**src/include/pllc_map.svh**
```systemverilog
// pllc_map.svh: register offsets, field positions, reset values and timing counts
// for the clock generator controller; included by bare name, definitions only.
`ifndef PLLC_MAP_SVH
`define PLLC_MAP_SVH

// byte addresses of the controller registers
`define PLLC_CSR_OFS      32'h01B7C100
`define PLLC_MULT_OFS     32'h01B7C110
`define PLLC_DIV0_OFS     32'h01B7C114
`define PLLC_DIV1_OFS     32'h01B7C118
`define PLLC_DIV2_OFS     32'h01B7C11C
`define PLLC_DIV3_OFS     32'h01B7C120
`define PLLC_OSC_OFS      32'h01B7C124

// control/status field positions and the divider enable bit
`define PLLC_CSR_EN_BIT   0
`define PLLC_CSR_PWD_BIT  1
`define PLLC_CSR_RSV_BIT  2
`define PLLC_CSR_RST_BIT  3
`define PLLC_CSR_STB_BIT  6
`define PLLC_DIV_EN_BIT   15

// reset values
`define PLLC_MULT_RST     5'h07
`define PLLC_DIV0_RST     5'h00
`define PLLC_DIV1_RST     5'h00
`define PLLC_DIV2_RST     5'h01
`define PLLC_DIV3_RST     5'h01
`define PLLC_OSC_RST      5'h07

// timing: clock period, pll reset and lock times
`define PLLC_CLK_PERIOD_NS 100
`define PLLC_RESET_TIME_NS 125
`define PLLC_LOCK_TIME_NS  187500
`define PLLC_RESET_CYC  ((`PLLC_RESET_TIME_NS + `PLLC_CLK_PERIOD_NS - 1) / `PLLC_CLK_PERIOD_NS)
`define PLLC_LOCK_CYC   (`PLLC_LOCK_TIME_NS / `PLLC_CLK_PERIOD_NS)
`define PLLC_STABLE_CYC 256

`endif

```
**src/include/pllc_pkg.sv**
```systemverilog
// pllc_pkg: types shared by the clock generator controller files.
// assumes nothing of its surroundings.
package pllc_pkg;
    typedef logic [4:0] pllc_ratio_t;
    typedef enum logic {PLLC_ST_COUNT, PLLC_ST_STABLE} pllc_stab_e;
endpackage : pllc_pkg

```
**src/pllc_div.sv**
```systemverilog
// pllc_div: one programmable divider, ratio field value + 1, counting source ticks.
// assumes tick_i is a one-cycle pulse per source clock period.
`timescale 1ns/1ps
module pllc_div (
    input  wire logic                  mclk_i,
    input  wire logic                  rst_b_i,
    input  wire logic                  tick_i,
    input  wire logic                  en_i,
    input  wire pllc_pkg::pllc_ratio_t ratio_i,
    output logic                       tick_o,
    output logic                       clk_o
);
    import pllc_pkg::*;

    pllc_ratio_t count;
    pllc_ratio_t next_count;
    logic        next_tick;
    logic        next_clk;
    logic [5:0]  half;

    always_comb begin
        half       = (6'({1'b0, ratio_i}) + 6'h02) >> 1;
        next_count = count;
        next_tick  = 1'b0;
        next_clk   = clk_o;
        if (!en_i) begin
            next_count = 5'h00;
            next_clk   = 1'b0;
        end else if (tick_i) begin
            if (count >= ratio_i) begin
                next_count = 5'h00;
                next_tick  = 1'b1;
            end else begin
                next_count = count + 5'h01;
            end
            // high for the first half of each output period
            next_clk = ({1'b0, next_count} < half);
        end else if (ratio_i == 5'h00) begin
            // divide by one: high only after each tick, so one rise per tick;
            // ticks on every cycle leave the output high
            next_clk = 1'b0;
        end
    end

    always_ff @(posedge mclk_i or negedge rst_b_i) begin
        if (!rst_b_i) begin
            count  <= 5'h00;
            tick_o <= 1'b0;
            clk_o  <= 1'b0;
        end else begin
            count  <= next_count;
            tick_o <= next_tick;
            clk_o  <= next_clk;
        end
    end
endmodule : pllc_div

```
**src/pllc_top.sv**
```systemverilog
// pllc_top: clock generator controller, registers, dividers and clock selection.
// assumes all pins synchronous to mclk_i; the analog pll is outside and returns
// one pulse per output period on pll_tick_i.
// Function
// - raw input clock goes undivided to the audio ports as aux clock
// - oscillator divider 1..32 divides input clock onto third clock output
// - prescaler 1..32 then pll multiplier x4..x25; the code passes any field value 0..31 to pll_mult_o
// - reference is input clock when mode enable 0, pll output when 1
// - core, bus and memory clocks each have their own divider
// - memory interface clock from its input pin or third system clock
// - bus clock drives the second clock output directly
// - bit 6 reads 0 while stabilization counts, 1 once stable
// - bit 3 holds pll in reset, set after reset, cleared releases
// - bit 1 set powers pll down, clear keeps it running
// - bit 0 clear bypasses prescaler and pll, set uses pll output
// - reserved bits 31:7 and 5:4 read zero, writes ignored
`timescale 1ns/1ps
`include "pllc_map.svh"
module pllc_top #(
    parameter int STABLE_CYC = `PLLC_STABLE_CYC
) (
    input  wire logic          mclk_i,
    input  wire logic          rst_b_i,
    input  wire logic [31:0]   reg_addr_i,
    input  wire logic          reg_wr_i,
    input  wire logic          reg_rd_i,
    input  wire logic [31:0]   reg_wdata_i,
    output logic      [31:0]   reg_rdata_o,
    input  wire logic          input_ref_clock_i,
    input  wire logic          pll_tick_i,
    input  wire logic          ext_mem_clock_input_i,
    input  wire logic          ext_mem_clock_source_sel_i,
    output logic               audio_aux_clock_o,
    output logic               third_clock_output_o,
    output logic               pll_reference_o,
    output pllc_pkg::pllc_ratio_t pll_mult_o,
    output logic               pll_reset_ctrl_o,
    output logic               pll_power_down_o,
    output logic               core_clock_o,
    output logic               periph_bus_clock_o,
    output logic               second_clock_output_o,
    output logic               ext_mem_clock_o,
    output logic               external_memory_interface_clock_o
);
    import pllc_pkg::*;

    logic        pll_mode_enable, next_pll_mode_enable;
    logic        rsv_bit, next_rsv_bit;
    logic        next_pll_reset_ctrl, next_pll_power_down;
    pllc_ratio_t next_pll_mult;
    pllc_ratio_t ratio [5];
    pllc_ratio_t next_ratio [5];
    logic [4:0]  div_en, next_div_en;
    logic [31:0] next_rdata;
    logic        ref_q, ref_tick, sel_tick, next_aux;
    pllc_stab_e  stab_state, next_stab_state;
    logic [15:0] stab_cnt, next_stab_cnt;
    logic        next_external_memory_interface;
    logic        wr_csr;

    // index 0 prescaler, 1 core, 2 bus, 3 memory, 4 oscillator
    localparam logic [31:0] DIV_OFS [5] = '{`PLLC_DIV0_OFS, `PLLC_DIV1_OFS,
        `PLLC_DIV2_OFS, `PLLC_DIV3_OFS, `PLLC_OSC_OFS};
    localparam pllc_ratio_t DIV_RST [5] = '{`PLLC_DIV0_RST, `PLLC_DIV1_RST,
        `PLLC_DIV2_RST, `PLLC_DIV3_RST, `PLLC_OSC_RST};

    assign ref_tick = input_ref_clock_i & ~ref_q;
    assign sel_tick = pll_mode_enable ? pll_tick_i : ref_tick;
    assign wr_csr   = reg_wr_i && (reg_addr_i == `PLLC_CSR_OFS);

    // register writes and read data
    always_comb begin
        next_pll_mode_enable = pll_mode_enable;
        next_rsv_bit         = rsv_bit;
        next_pll_reset_ctrl  = pll_reset_ctrl_o;
        next_pll_power_down  = pll_power_down_o;
        next_pll_mult        = pll_mult_o;
        next_ratio           = ratio;
        next_div_en          = div_en;
        next_rdata           = 32'h00000000;
        if (wr_csr) begin
            next_pll_mode_enable = reg_wdata_i[`PLLC_CSR_EN_BIT];
            next_pll_power_down  = reg_wdata_i[`PLLC_CSR_PWD_BIT];
            next_rsv_bit         = reg_wdata_i[`PLLC_CSR_RSV_BIT];
            next_pll_reset_ctrl  = reg_wdata_i[`PLLC_CSR_RST_BIT];
        end
        if (reg_wr_i && reg_addr_i == `PLLC_MULT_OFS) begin
            next_pll_mult = reg_wdata_i[4:0];
        end
        for (int i = 0; i < 5; i++) begin
            if (reg_wr_i && reg_addr_i == DIV_OFS[i]) begin
                next_ratio[i]  = reg_wdata_i[4:0];
                next_div_en[i] = reg_wdata_i[`PLLC_DIV_EN_BIT];
            end
        end
        if (reg_rd_i) begin
            if (reg_addr_i == `PLLC_CSR_OFS) begin
                // unlisted bits stay zero
                next_rdata[`PLLC_CSR_EN_BIT]  = pll_mode_enable;
                next_rdata[`PLLC_CSR_PWD_BIT] = pll_power_down_o;
                next_rdata[`PLLC_CSR_RSV_BIT] = rsv_bit;
                next_rdata[`PLLC_CSR_RST_BIT] = pll_reset_ctrl_o;
                next_rdata[`PLLC_CSR_STB_BIT] = (stab_state == PLLC_ST_STABLE);
            end
            if (reg_addr_i == `PLLC_MULT_OFS) begin
                next_rdata[4:0] = pll_mult_o;
            end
            for (int i = 0; i < 5; i++) begin
                if (reg_addr_i == DIV_OFS[i]) begin
                    next_rdata[4:0]             = ratio[i];
                    next_rdata[`PLLC_DIV_EN_BIT] = div_en[i];
                end
            end
        end
    end

    always_ff @(posedge mclk_i or negedge rst_b_i) begin
        if (!rst_b_i) begin
            pll_mode_enable  <= 1'b0;
            rsv_bit          <= 1'b0;
            pll_reset_ctrl_o <= 1'b1;
            pll_power_down_o <= 1'b0;
            pll_mult_o       <= `PLLC_MULT_RST;
            ratio            <= DIV_RST;
            div_en           <= 5'h1F;
            reg_rdata_o      <= 32'h00000000;
        end else begin
            pll_mode_enable  <= next_pll_mode_enable;
            rsv_bit          <= next_rsv_bit;
            pll_reset_ctrl_o <= next_pll_reset_ctrl;
            pll_power_down_o <= next_pll_power_down;
            pll_mult_o       <= next_pll_mult;
            ratio            <= next_ratio;
            div_en           <= next_div_en;
            reg_rdata_o      <= next_rdata;
        end
    end

    // input clock stabilization counter
    always_comb begin
        next_stab_state = stab_state;
        next_stab_cnt   = stab_cnt;
        case (stab_state)
            PLLC_ST_COUNT: begin
                if (ref_tick) begin
                    if (stab_cnt >= 16'(STABLE_CYC - 1)) begin
                        next_stab_state = PLLC_ST_STABLE;
                    end else begin
                        next_stab_cnt = stab_cnt + 16'h0001;
                    end
                end
            end
            PLLC_ST_STABLE: next_stab_state = PLLC_ST_STABLE;
            default:        next_stab_state = PLLC_ST_COUNT;
        endcase
    end

    always_comb begin
        next_aux  = input_ref_clock_i;
        next_external_memory_interface = ext_mem_clock_source_sel_i ? ext_mem_clock_input_i
                                               : ext_mem_clock_o;
    end

    always_ff @(posedge mclk_i or negedge rst_b_i) begin
        if (!rst_b_i) begin
            stab_state        <= PLLC_ST_COUNT;
            stab_cnt          <= 16'h0000;
            ref_q             <= 1'b0;
            audio_aux_clock_o <= 1'b0;
            external_memory_interface_clock_o      <= 1'b0;
        end else begin
            stab_state        <= next_stab_state;
            stab_cnt          <= next_stab_cnt;
            ref_q             <= input_ref_clock_i;
            audio_aux_clock_o <= next_aux;
            external_memory_interface_clock_o      <= next_external_memory_interface;
        end
    end

    // prescaler feeds the pll reference
    pllc_div u_pre (.mclk_i(mclk_i), .rst_b_i(rst_b_i), .tick_i(ref_tick),
        .en_i(div_en[0]), .ratio_i(ratio[0]), .tick_o(), .clk_o(pll_reference_o));
    // post dividers off the selected reference, oscillator divider off the input clock
    pllc_div u_core (.mclk_i(mclk_i), .rst_b_i(rst_b_i), .tick_i(sel_tick),
        .en_i(div_en[1]), .ratio_i(ratio[1]), .tick_o(), .clk_o(core_clock_o));
    pllc_div u_bus (.mclk_i(mclk_i), .rst_b_i(rst_b_i), .tick_i(sel_tick),
        .en_i(div_en[2]), .ratio_i(ratio[2]), .tick_o(), .clk_o(periph_bus_clock_o));
    pllc_div u_mem (.mclk_i(mclk_i), .rst_b_i(rst_b_i), .tick_i(sel_tick),
        .en_i(div_en[3]), .ratio_i(ratio[3]), .tick_o(), .clk_o(ext_mem_clock_o));
    pllc_div u_osc (.mclk_i(mclk_i), .rst_b_i(rst_b_i), .tick_i(ref_tick),
        .en_i(div_en[4]), .ratio_i(ratio[4]), .tick_o(), .clk_o(third_clock_output_o));

    assign second_clock_output_o = periph_bus_clock_o;

    chk_aux_follow: assert property (@(posedge mclk_i) disable iff (!rst_b_i)
        ##1 audio_aux_clock_o == $past(input_ref_clock_i))
        else $error("aux clock does not follow input clock");
    chk_bypass_src: assert property (@(posedge mclk_i) disable iff (!rst_b_i)
        (!pll_mode_enable && ref_tick) |-> sel_tick)
        else $error("bypass does not use input clock");
    chk_pll_src: assert property (@(posedge mclk_i) disable iff (!rst_b_i)
        (pll_mode_enable && !pll_tick_i) |-> !sel_tick)
        else $error("pll mode takes input clock ticks");
    chk_reset_release: assert property (@(posedge mclk_i) disable iff (!rst_b_i)
        (wr_csr && !reg_wdata_i[`PLLC_CSR_RST_BIT]) |=> !pll_reset_ctrl_o
        ##1 (!pll_reset_ctrl_o || $past(wr_csr)))
        else $error("pll reset not released");
    chk_reset_hold: assert property (@(posedge mclk_i) disable iff (!rst_b_i)
        (pll_reset_ctrl_o && !wr_csr) |=> pll_reset_ctrl_o)
        else $error("pll reset dropped without write");
    chk_power_down: assert property (@(posedge mclk_i) disable iff (!rst_b_i)
        (wr_csr && reg_wdata_i[`PLLC_CSR_PWD_BIT]) |=> pll_power_down_o)
        else $error("pll not powered down");
    chk_csr_reserved: assert property (@(posedge mclk_i) disable iff (!rst_b_i)
        (reg_rd_i && reg_addr_i == `PLLC_CSR_OFS) |=>
        (reg_rdata_o[31:7] == 25'h0 && reg_rdata_o[5:4] == 2'h0))
        else $error("reserved bits read nonzero");
    chk_stable_flag: assert property (@(posedge mclk_i) disable iff (!rst_b_i)
        (reg_rd_i && reg_addr_i == `PLLC_CSR_OFS && stab_cnt == 16'h0000 && !ref_tick)
        |=> !reg_rdata_o[`PLLC_CSR_STB_BIT])
        else $error("stable set before counting");
    chk_external_memory_interface_pin: assert property (@(posedge mclk_i) disable iff (!rst_b_i)
        ext_mem_clock_source_sel_i |=> external_memory_interface_clock_o == $past(ext_mem_clock_input_i))
        else $error("memory clock pin not selected");
    chk_mult_load: assert property (@(posedge mclk_i) disable iff (!rst_b_i)
        (reg_wr_i && reg_addr_i == `PLLC_MULT_OFS) |=> pll_mult_o == $past(reg_wdata_i[4:0]))
        else $error("multiplier not loaded");
endmodule : pllc_top

```
**config.mk**
```make
export PLATFORM = sky130hd
export DESIGN_NAME = pllc_top
export DESIGN_NICKNAME = d
export VERILOG_FILES = /design/src/include/pllc_pkg.sv /design/src/pllc_div.sv /design/src/pllc_top.sv
export VERILOG_INCLUDE_DIRS = /design/src /design/src/include
export SDC_FILE = /design/constraint.sdc
export NUM_CORES = 1
export LEC_CHECK = 0
export ABC_CLOCK_PERIOD_IN_PS = 3750
export BUFFER_PORTS_ARGS = -buffer_cell sky130_fd_sc_hd__buf_4
export CAP_MARGIN = 20
export CORE_MARGIN = 3
export CORE_UTILIZATION = 35
export CTS_BUF_LIST = sky130_fd_sc_hd__clkbuf_8 sky130_fd_sc_hd__clkbuf_16
export DETAILED_ROUTE_END_ITERATION = 10
export SYNTH_ARGS = -nofsm -noshare
export SYNTH_HDL_FRONTEND = slang
export SYNTH_SLANG_ARGS = --single-unit
```
**constraint.sdc**
```tcl
create_clock -name mclk_i -period 3.75 [get_ports mclk_i]
set_clock_uncertainty 0.15 [all_clocks]
set_input_delay 0.375 -clock mclk_i [delete_from_list [all_inputs] [get_ports mclk_i]]
set_output_delay 0.375 -clock mclk_i [all_outputs]
set_load 0.02 [all_outputs]
```
### Word level (Yosys, flattened, before mapping)

Index checks and enable logic that the tools add are counted.

| operators by class | value |
|---|---|
| $add $sub $neg | 11 |
| reductions and logical operators | 13 |
| divide/modulo/power cells | 0 |
| $lt $le $gt $ge | 11 |
| muxes and demuxes | 61 |
| bitwise operators | 4 |
| eq/ne operators | 17 |
| shifts and indexed selects | 0 |
| multipliers | 0 |

Operator list:

| cell | count |
|---|---|
| equality test 32 x 25 -> 1 bit (second input constant) | 7 |
| two-way mux 5 bit | 32 |
| adder 5 x 2 -> 6 bit (second input constant) | 5 |
| two-way mux 1 bit | 27 |
| adder 5 x 1 -> 5 bit (second input constant) | 5 |
| greater-or-equal comparator 5 bit | 5 |
| logical NOT 5 bit | 5 |
| less-than comparator 5 bit | 5 |
| adder 16 x 1 -> 16 bit (second input constant) | 1 |
| greater-or-equal comparator 16 x 8 -> 1 bit (second input constant) | 1 |
| != test 3 x 1 -> 1 bit (second input constant) | 5 |
| != test 2 x 1 -> 1 bit (second input constant) | 5 |
| logical AND 1 bit | 7 |
| two-way mux 4 bit | 1 |
| NOT 1 bit | 3 |
| AND reduction 3 bit | 1 |
| one-hot mux 1 bit (2 select lines) | 1 |
| AND 1 bit | 1 |

| word-level totals | value |
|---|---|
| input port bits | 72 |
| latch bits | 0 |
| memory bits (writable) | 0 |
| register bits after elaboration | 95 |
| word-level logic and storage cells | 147 |
| output and inout port bits | 47 |
| memories kept | 0 |
| memory bits (read-only) | 0 |

### Logic depth before layout (Yosys ltp)

| logic depth | value |
|---|---|
| word-level depth | 9 |
| depth in mapped cells | 14 |
| gate-level depth less buffers | 14 |

### Modules after synthesis

A second synthesis with hierarchy kept.

| second synthesis, totals | value |
|---|---|
| cells, all modules | 652 |
| area total of the unflattened synthesis | 6766.5 um^2 |

By module, submodules not included:

| module | area each (um^2) | sequential area each (um^2) | cells an instance | times used |
|---|---|---|---|---|
| pllc_div | 705.7 | 175.2 | 80 | 5 |
| pllc_top | 3238.1 | 1644.1 | 252 | 1 |

### Least setup slack after synthesis

No wires, ideal clock.

| timing | value |
|---|---|
| path kind | register to register |
| from | register u_core.count[0] |
| to | register u_core.clk_o |
| period minus slack after synthesis | 2.824 ns |
| setup time | 0.066 ns |
| path buffers | 0 |
| required time | 3.534 ns |
| data arrival time | 2.607 ns |
| slack | 0.926 ns |
| cell stages (with the launch flop) | 14 |
| cell sequence | dfrtp_1 > inv_1 > ha_1 > nand2b_1 > a21oi_1 > o21ai_0 > a21oi_1 > and2_1 > ha_1 > a21o_1 > a21o_1 > a211o_1 > a211oi_1 > a41o_1 |

| on the way | value |
|---|---|
| cells in the longest elaborated chain, start to end | 7 |
| elaborated cells between the ends (all ways) | 8 |
| those cells by class | add/sub (1); order compare (2); mux (5) |

Ends and longest elaborated chain:

| what | RTL line | RTL |
|---|---|---|
| from (decl) | pllc_div.sv:15 | `pllc_ratio_t count;` |
| from (signal assigned) | pllc_div.sv:51 | `count <= next_count;` |
| adder 5 x 1 -> 5 bit or greater-or-equal comparator 5 bit (tied branches) | pllc_div.sv:34, pllc_div.sv:30 |  |
| two-way mux 5 bit * | pllc_div.sv:30 | `if (count >= ratio_i) begin` |
| two-way mux 5 bit * | pllc_div.sv:29 | `end else if (tick_i) begin` |
| two-way mux 5 bit * | pllc_div.sv:26 | `if (!en_i) begin` |
| less-than comparator 5 bit * | pllc_div.sv:37 | `next_clk = ({1'b0, next_count} < half);` |
| two-way mux 1 bit * | pllc_div.sv:29 |  |
| two-way mux 1 bit * | pllc_div.sv:26 |  |
| to (signal assigned) | pllc_div.sv:53 | `clk_o <= next_clk;` |
| to (decl) | pllc_div.sv:11 | `output logic clk_o` |

Mark *: on every way between the ends. The rest lies on a longest branch, timed or not. The select of a mux whose other input is x is not followed.
A chain may end at the register's enable or synchronous reset.

### Final worst setup path

Same ends and word-level chain as after synthesis.

==> flow_summary.ini <==
[floorplanning]
initial_utilization_pct = 36.2
floorplan.die_area_mm2 = 0.0190
placement_rows = 47
die-height_um = 138
core_area_mm2 = 0.0168
die_w_um = 138
io_pins = 119

[grt]
grt_antenna_before_repair = 0
grt_pass1_wl_mm = 23.6
pin_count_of_the_biggest_net_entering_global_routing = 47
first_global_vias = 4729
grt.overflow.total = 0
grt_usage_pct = 15.7

[clock_network]
clkLatencyLatePin_ns = 0.34
clock_tree.htree_level_count = 3
post_cts.repair.setup_buffers = 0
clock_tree_from_tritoncts = done
worst_setup_hold_path_clk_slew_ns = 0.07
cts_resized = 0
clock-sinks = 95
cts_buffers = 9
clockBufferDepth = 2
cts-root-buf = clkbuf_16

[power]
internal-power_mw = 1.59
peakVddDrop_mv = 0.162
total_power_mw = 2.15
p_per_area_mw_per_mm2 = 308
register_share_of_total_power_pct = 50.4
leakage_nw = 3.24
power.combinational.fraction_pct = 8.2
swShare_pct = 26.0
clkPwrFrac_pct = 41.4
net-switching-power_mw = 0.560

[timing]
drv_slew = 0
hold-worst-slack_ns = 0.111
worst_slew_pin_slew_ns = 0.810
finalCritPeriodShare_pct = 83.7
final_hold_viol_count = 0
fmax_mhz = 319
rsz0062_at_grt = no
finalSetupTns_ns = 0
worst_slew_margin_rel_pct = 45.9
final_period_minus_worst_setup_slack_ns = 3.14
layout_setup_ws_ns = 0.611
finalSetupViolCount = 0

[finish]
syn_to_final_growth_pct = 14.8
design_area_final_mm2 = 0.00700
ratio_of_cells_with_drive_above_1_in_the_final_layout_pct = 22.7
final_cell_count_no_fill = 898
nets = 801
finish.utilization_pct = 41.6
antenna-diode-count = 0

[route]
count_of_unresolved_drc_violations_after_routing = 0
drt-total-wl_mm = 14.6
initialDrtViolationCount = 271
antenna_left = 0
avgRoutedWirePerCell_um = 16.2
drt_pass_1_iters = 4
via_per_inst = 5.31
dr_total_vias = 4766

[yosys]
ys_seq_area_share_pct = 39.3
ys_types = 63
ys_seq_elements = 95
synth_flop_cell = dfrtp_1
number_of_enable_type_register_cells_in_the_synthesized_netlist = 0
async_reset_ff_share_pct = 100
syn-cell-area_mm2 = 0.00610
synth_cells = 618
yosys_warns = 0
synth.avg_cell_area_um2 = 9.86

[worst_setup_path]
cp.buffers_inverters = 1
crit_path_end_kind = flop
worst_path_max_delay_cell = dfrtp_1
worst_endpoint_required_time_ns = 3.89
largest_fanout_of_any_net_on_the_critical_path = 7
worst_setup_path_start_kind = flop
critical_path_class = reg -> reg
cpLargestDelayFamily = compound AO/OA/AOI/OAI gates
worstPathCellList = inv_1 -> ha_1 -> nand2b_1 -> a21oi_1 -> o21ai_0 -> a21oi_1 -> and2_1 -> ha_1 -> a21o_1 -> a21o_1 -> a211o_1 -> a211oi_1 -> a41o_1
crit_path_max_incr_delay_ns = 0.42
critical_path_arrival_ns = 3.28

[place]
gpl.final_weighted_congestion = 0.866
dpl_worst_slack_ns = 0.649
place_hpwl_mm = 11.1
detailed_place.area_mm2 = 0.00669
post-place-cells = 880
io_buffer_count = 67

[hold_path]
hold_path.class = in -> reg

[run_status]
status = finished, final reports clean

[job]
maxCapViolCount = 0
-- cell usage in the layout, fill, tap and decap left out, drive strengths merged, types with 6 or more instances in the layout --
cell type	count
dfrtp	81
xnor2	20
inv	43
conb	25
nand3	49
o21ai	35
o2111ai	6
nor2	30
nand2	36
o31ai	6
dfstp	14
ha	56
buf	72
a21oi	22
a21o	10
xor2	12
and3	10
nand2b	6
clkbuf	9
nand4	13
mux2	41
-- what timing repair did --
item / in CTS / in global routing
hold endpoints to repair: 39 / 0
hold buffers: 2 / 0
setup endpoints to repair: 0 / 0
-- worst register-to-register path: stages (launching register included) --
cell	delay [ns]
dfrtp_1	0.42
inv_1	0.08
ha_1	0.26
nand2b_1	0.14
a21oi_1	0.13
o21ai_0	0.09
a21oi_1	0.42
and2_1	0.21
ha_1	0.25
a21o_1	0.17
a21o_1	0.17
a211o_1	0.29
a211oi_1	0.18
a41o_1	0.12
-- cell families (layout without fill, tap and decap cells) --
logic type	count (synthesis)	after routing	share of synthesized area, %
compound gates	115	115	12.2
xor+xnor	32	32	4.60
fa+ha+maj	56	56	11.5
buf+inv	93	129	7.53
flops	95	95	39.3
mux	43	43	8.42
other cells	1	25	0.0615
simple gates	183	183	16.4
-- registers in the layout, indices dropped and copies added, names as in the netlist, 5 cells and up --
register      count
u_bus.count       5
div_en            5
u_pre.count       5
pll_mult_o        5
stab_cnt         16
ratio            25
reg_rdata_o       7
u_mem.count       5
u_core.count      5
u_osc.count       5
-- final timing paths --
check                                 startpoint                           endpoint  slack, ns  cells after the start
setup / recovery                 u_core.count[0]                       u_core.clk_o       0.61                     13
hold / removal             ext_mem_clock_input_i  external_memory_interface_clock_o       0.11                      2
setup reg to reg                 u_core.count[0]                       u_core.clk_o       0.61                     13
hold reg to reg                     stab_cnt[13]                       stab_cnt[13]       0.23                      0
max in group asynchronous                rst_b_i                          div_en[0]       2.15                      3
min in group asynchronous                rst_b_i                        u_mem.clk_o       0.43                      2
-- cell usage after synthesis, drive strengths merged (10+ instances only) --
| library cell | n | share of area, % |
|---|---|---|
| a21o | 10 | 1.2 |
| a21oi | 22 | 1.8 |
| and3 | 10 | 1.0 |
| buf | 31 | 3.7 |
| clkbuf | 23 | 1.4 |
| dfrtp | 81 | 33 |
| dfstp | 14 | 6.0 |
| ha | 56 | 11 |
| inv | 39 | 2.4 |
| mux2 | 41 | 7.9 |
| nand2 | 36 | 2.2 |
| nand3 | 49 | 4.2 |
| nand4 | 13 | 1.3 |
| nor2 | 30 | 2.0 |
| o21ai | 35 | 2.9 |
| xnor2 | 20 | 2.9 |
| xor2 | 12 | 1.7 |
-- power groups by stage --
stage | Clock, mW | Sequential [mW] | Combinational (mW)
final | 0.892 | 1.09 | 0.176
after global routing | 0.958 | 1.09 | 0.198
after CTS | 0.915 | 1.09 | 0.178
after detailed placement | 0 | 1.10 | 0.175
after global placement | 0 | 1.10 | 0.170
after floorplan | 0 | 1.10 | 0.104
-- final cells by class --
class                      instances  area, um^2
fill                            1642        9820
multi-input combinational        454        3330
sequential                        95        2390
timing repair buffer              74         561
tap                              220         275
clock buffer                       9         225
inverter                          39         146
clock inverter                     7        62.6
-- per-layer routing --
| layer | GRT usage (%) | vias to the layer above | share of wire, % | wire [um] |
|---|---|---|---|---|
| li1 | - | 2287 | - | - |
| met1 | 20.3 | 2317 | 44 | 6460 |
| met2 | 26.4 | 141 | 49 | 7070 |
| met3 | 2.83 | 21 | 5.3 | 771 |
| met4 | 5.38 | 0 | 1.8 | 267 |
| met5 | 0 | - | 0 | 0 |
No activity file was read; power rests on OpenSTA's default activity.
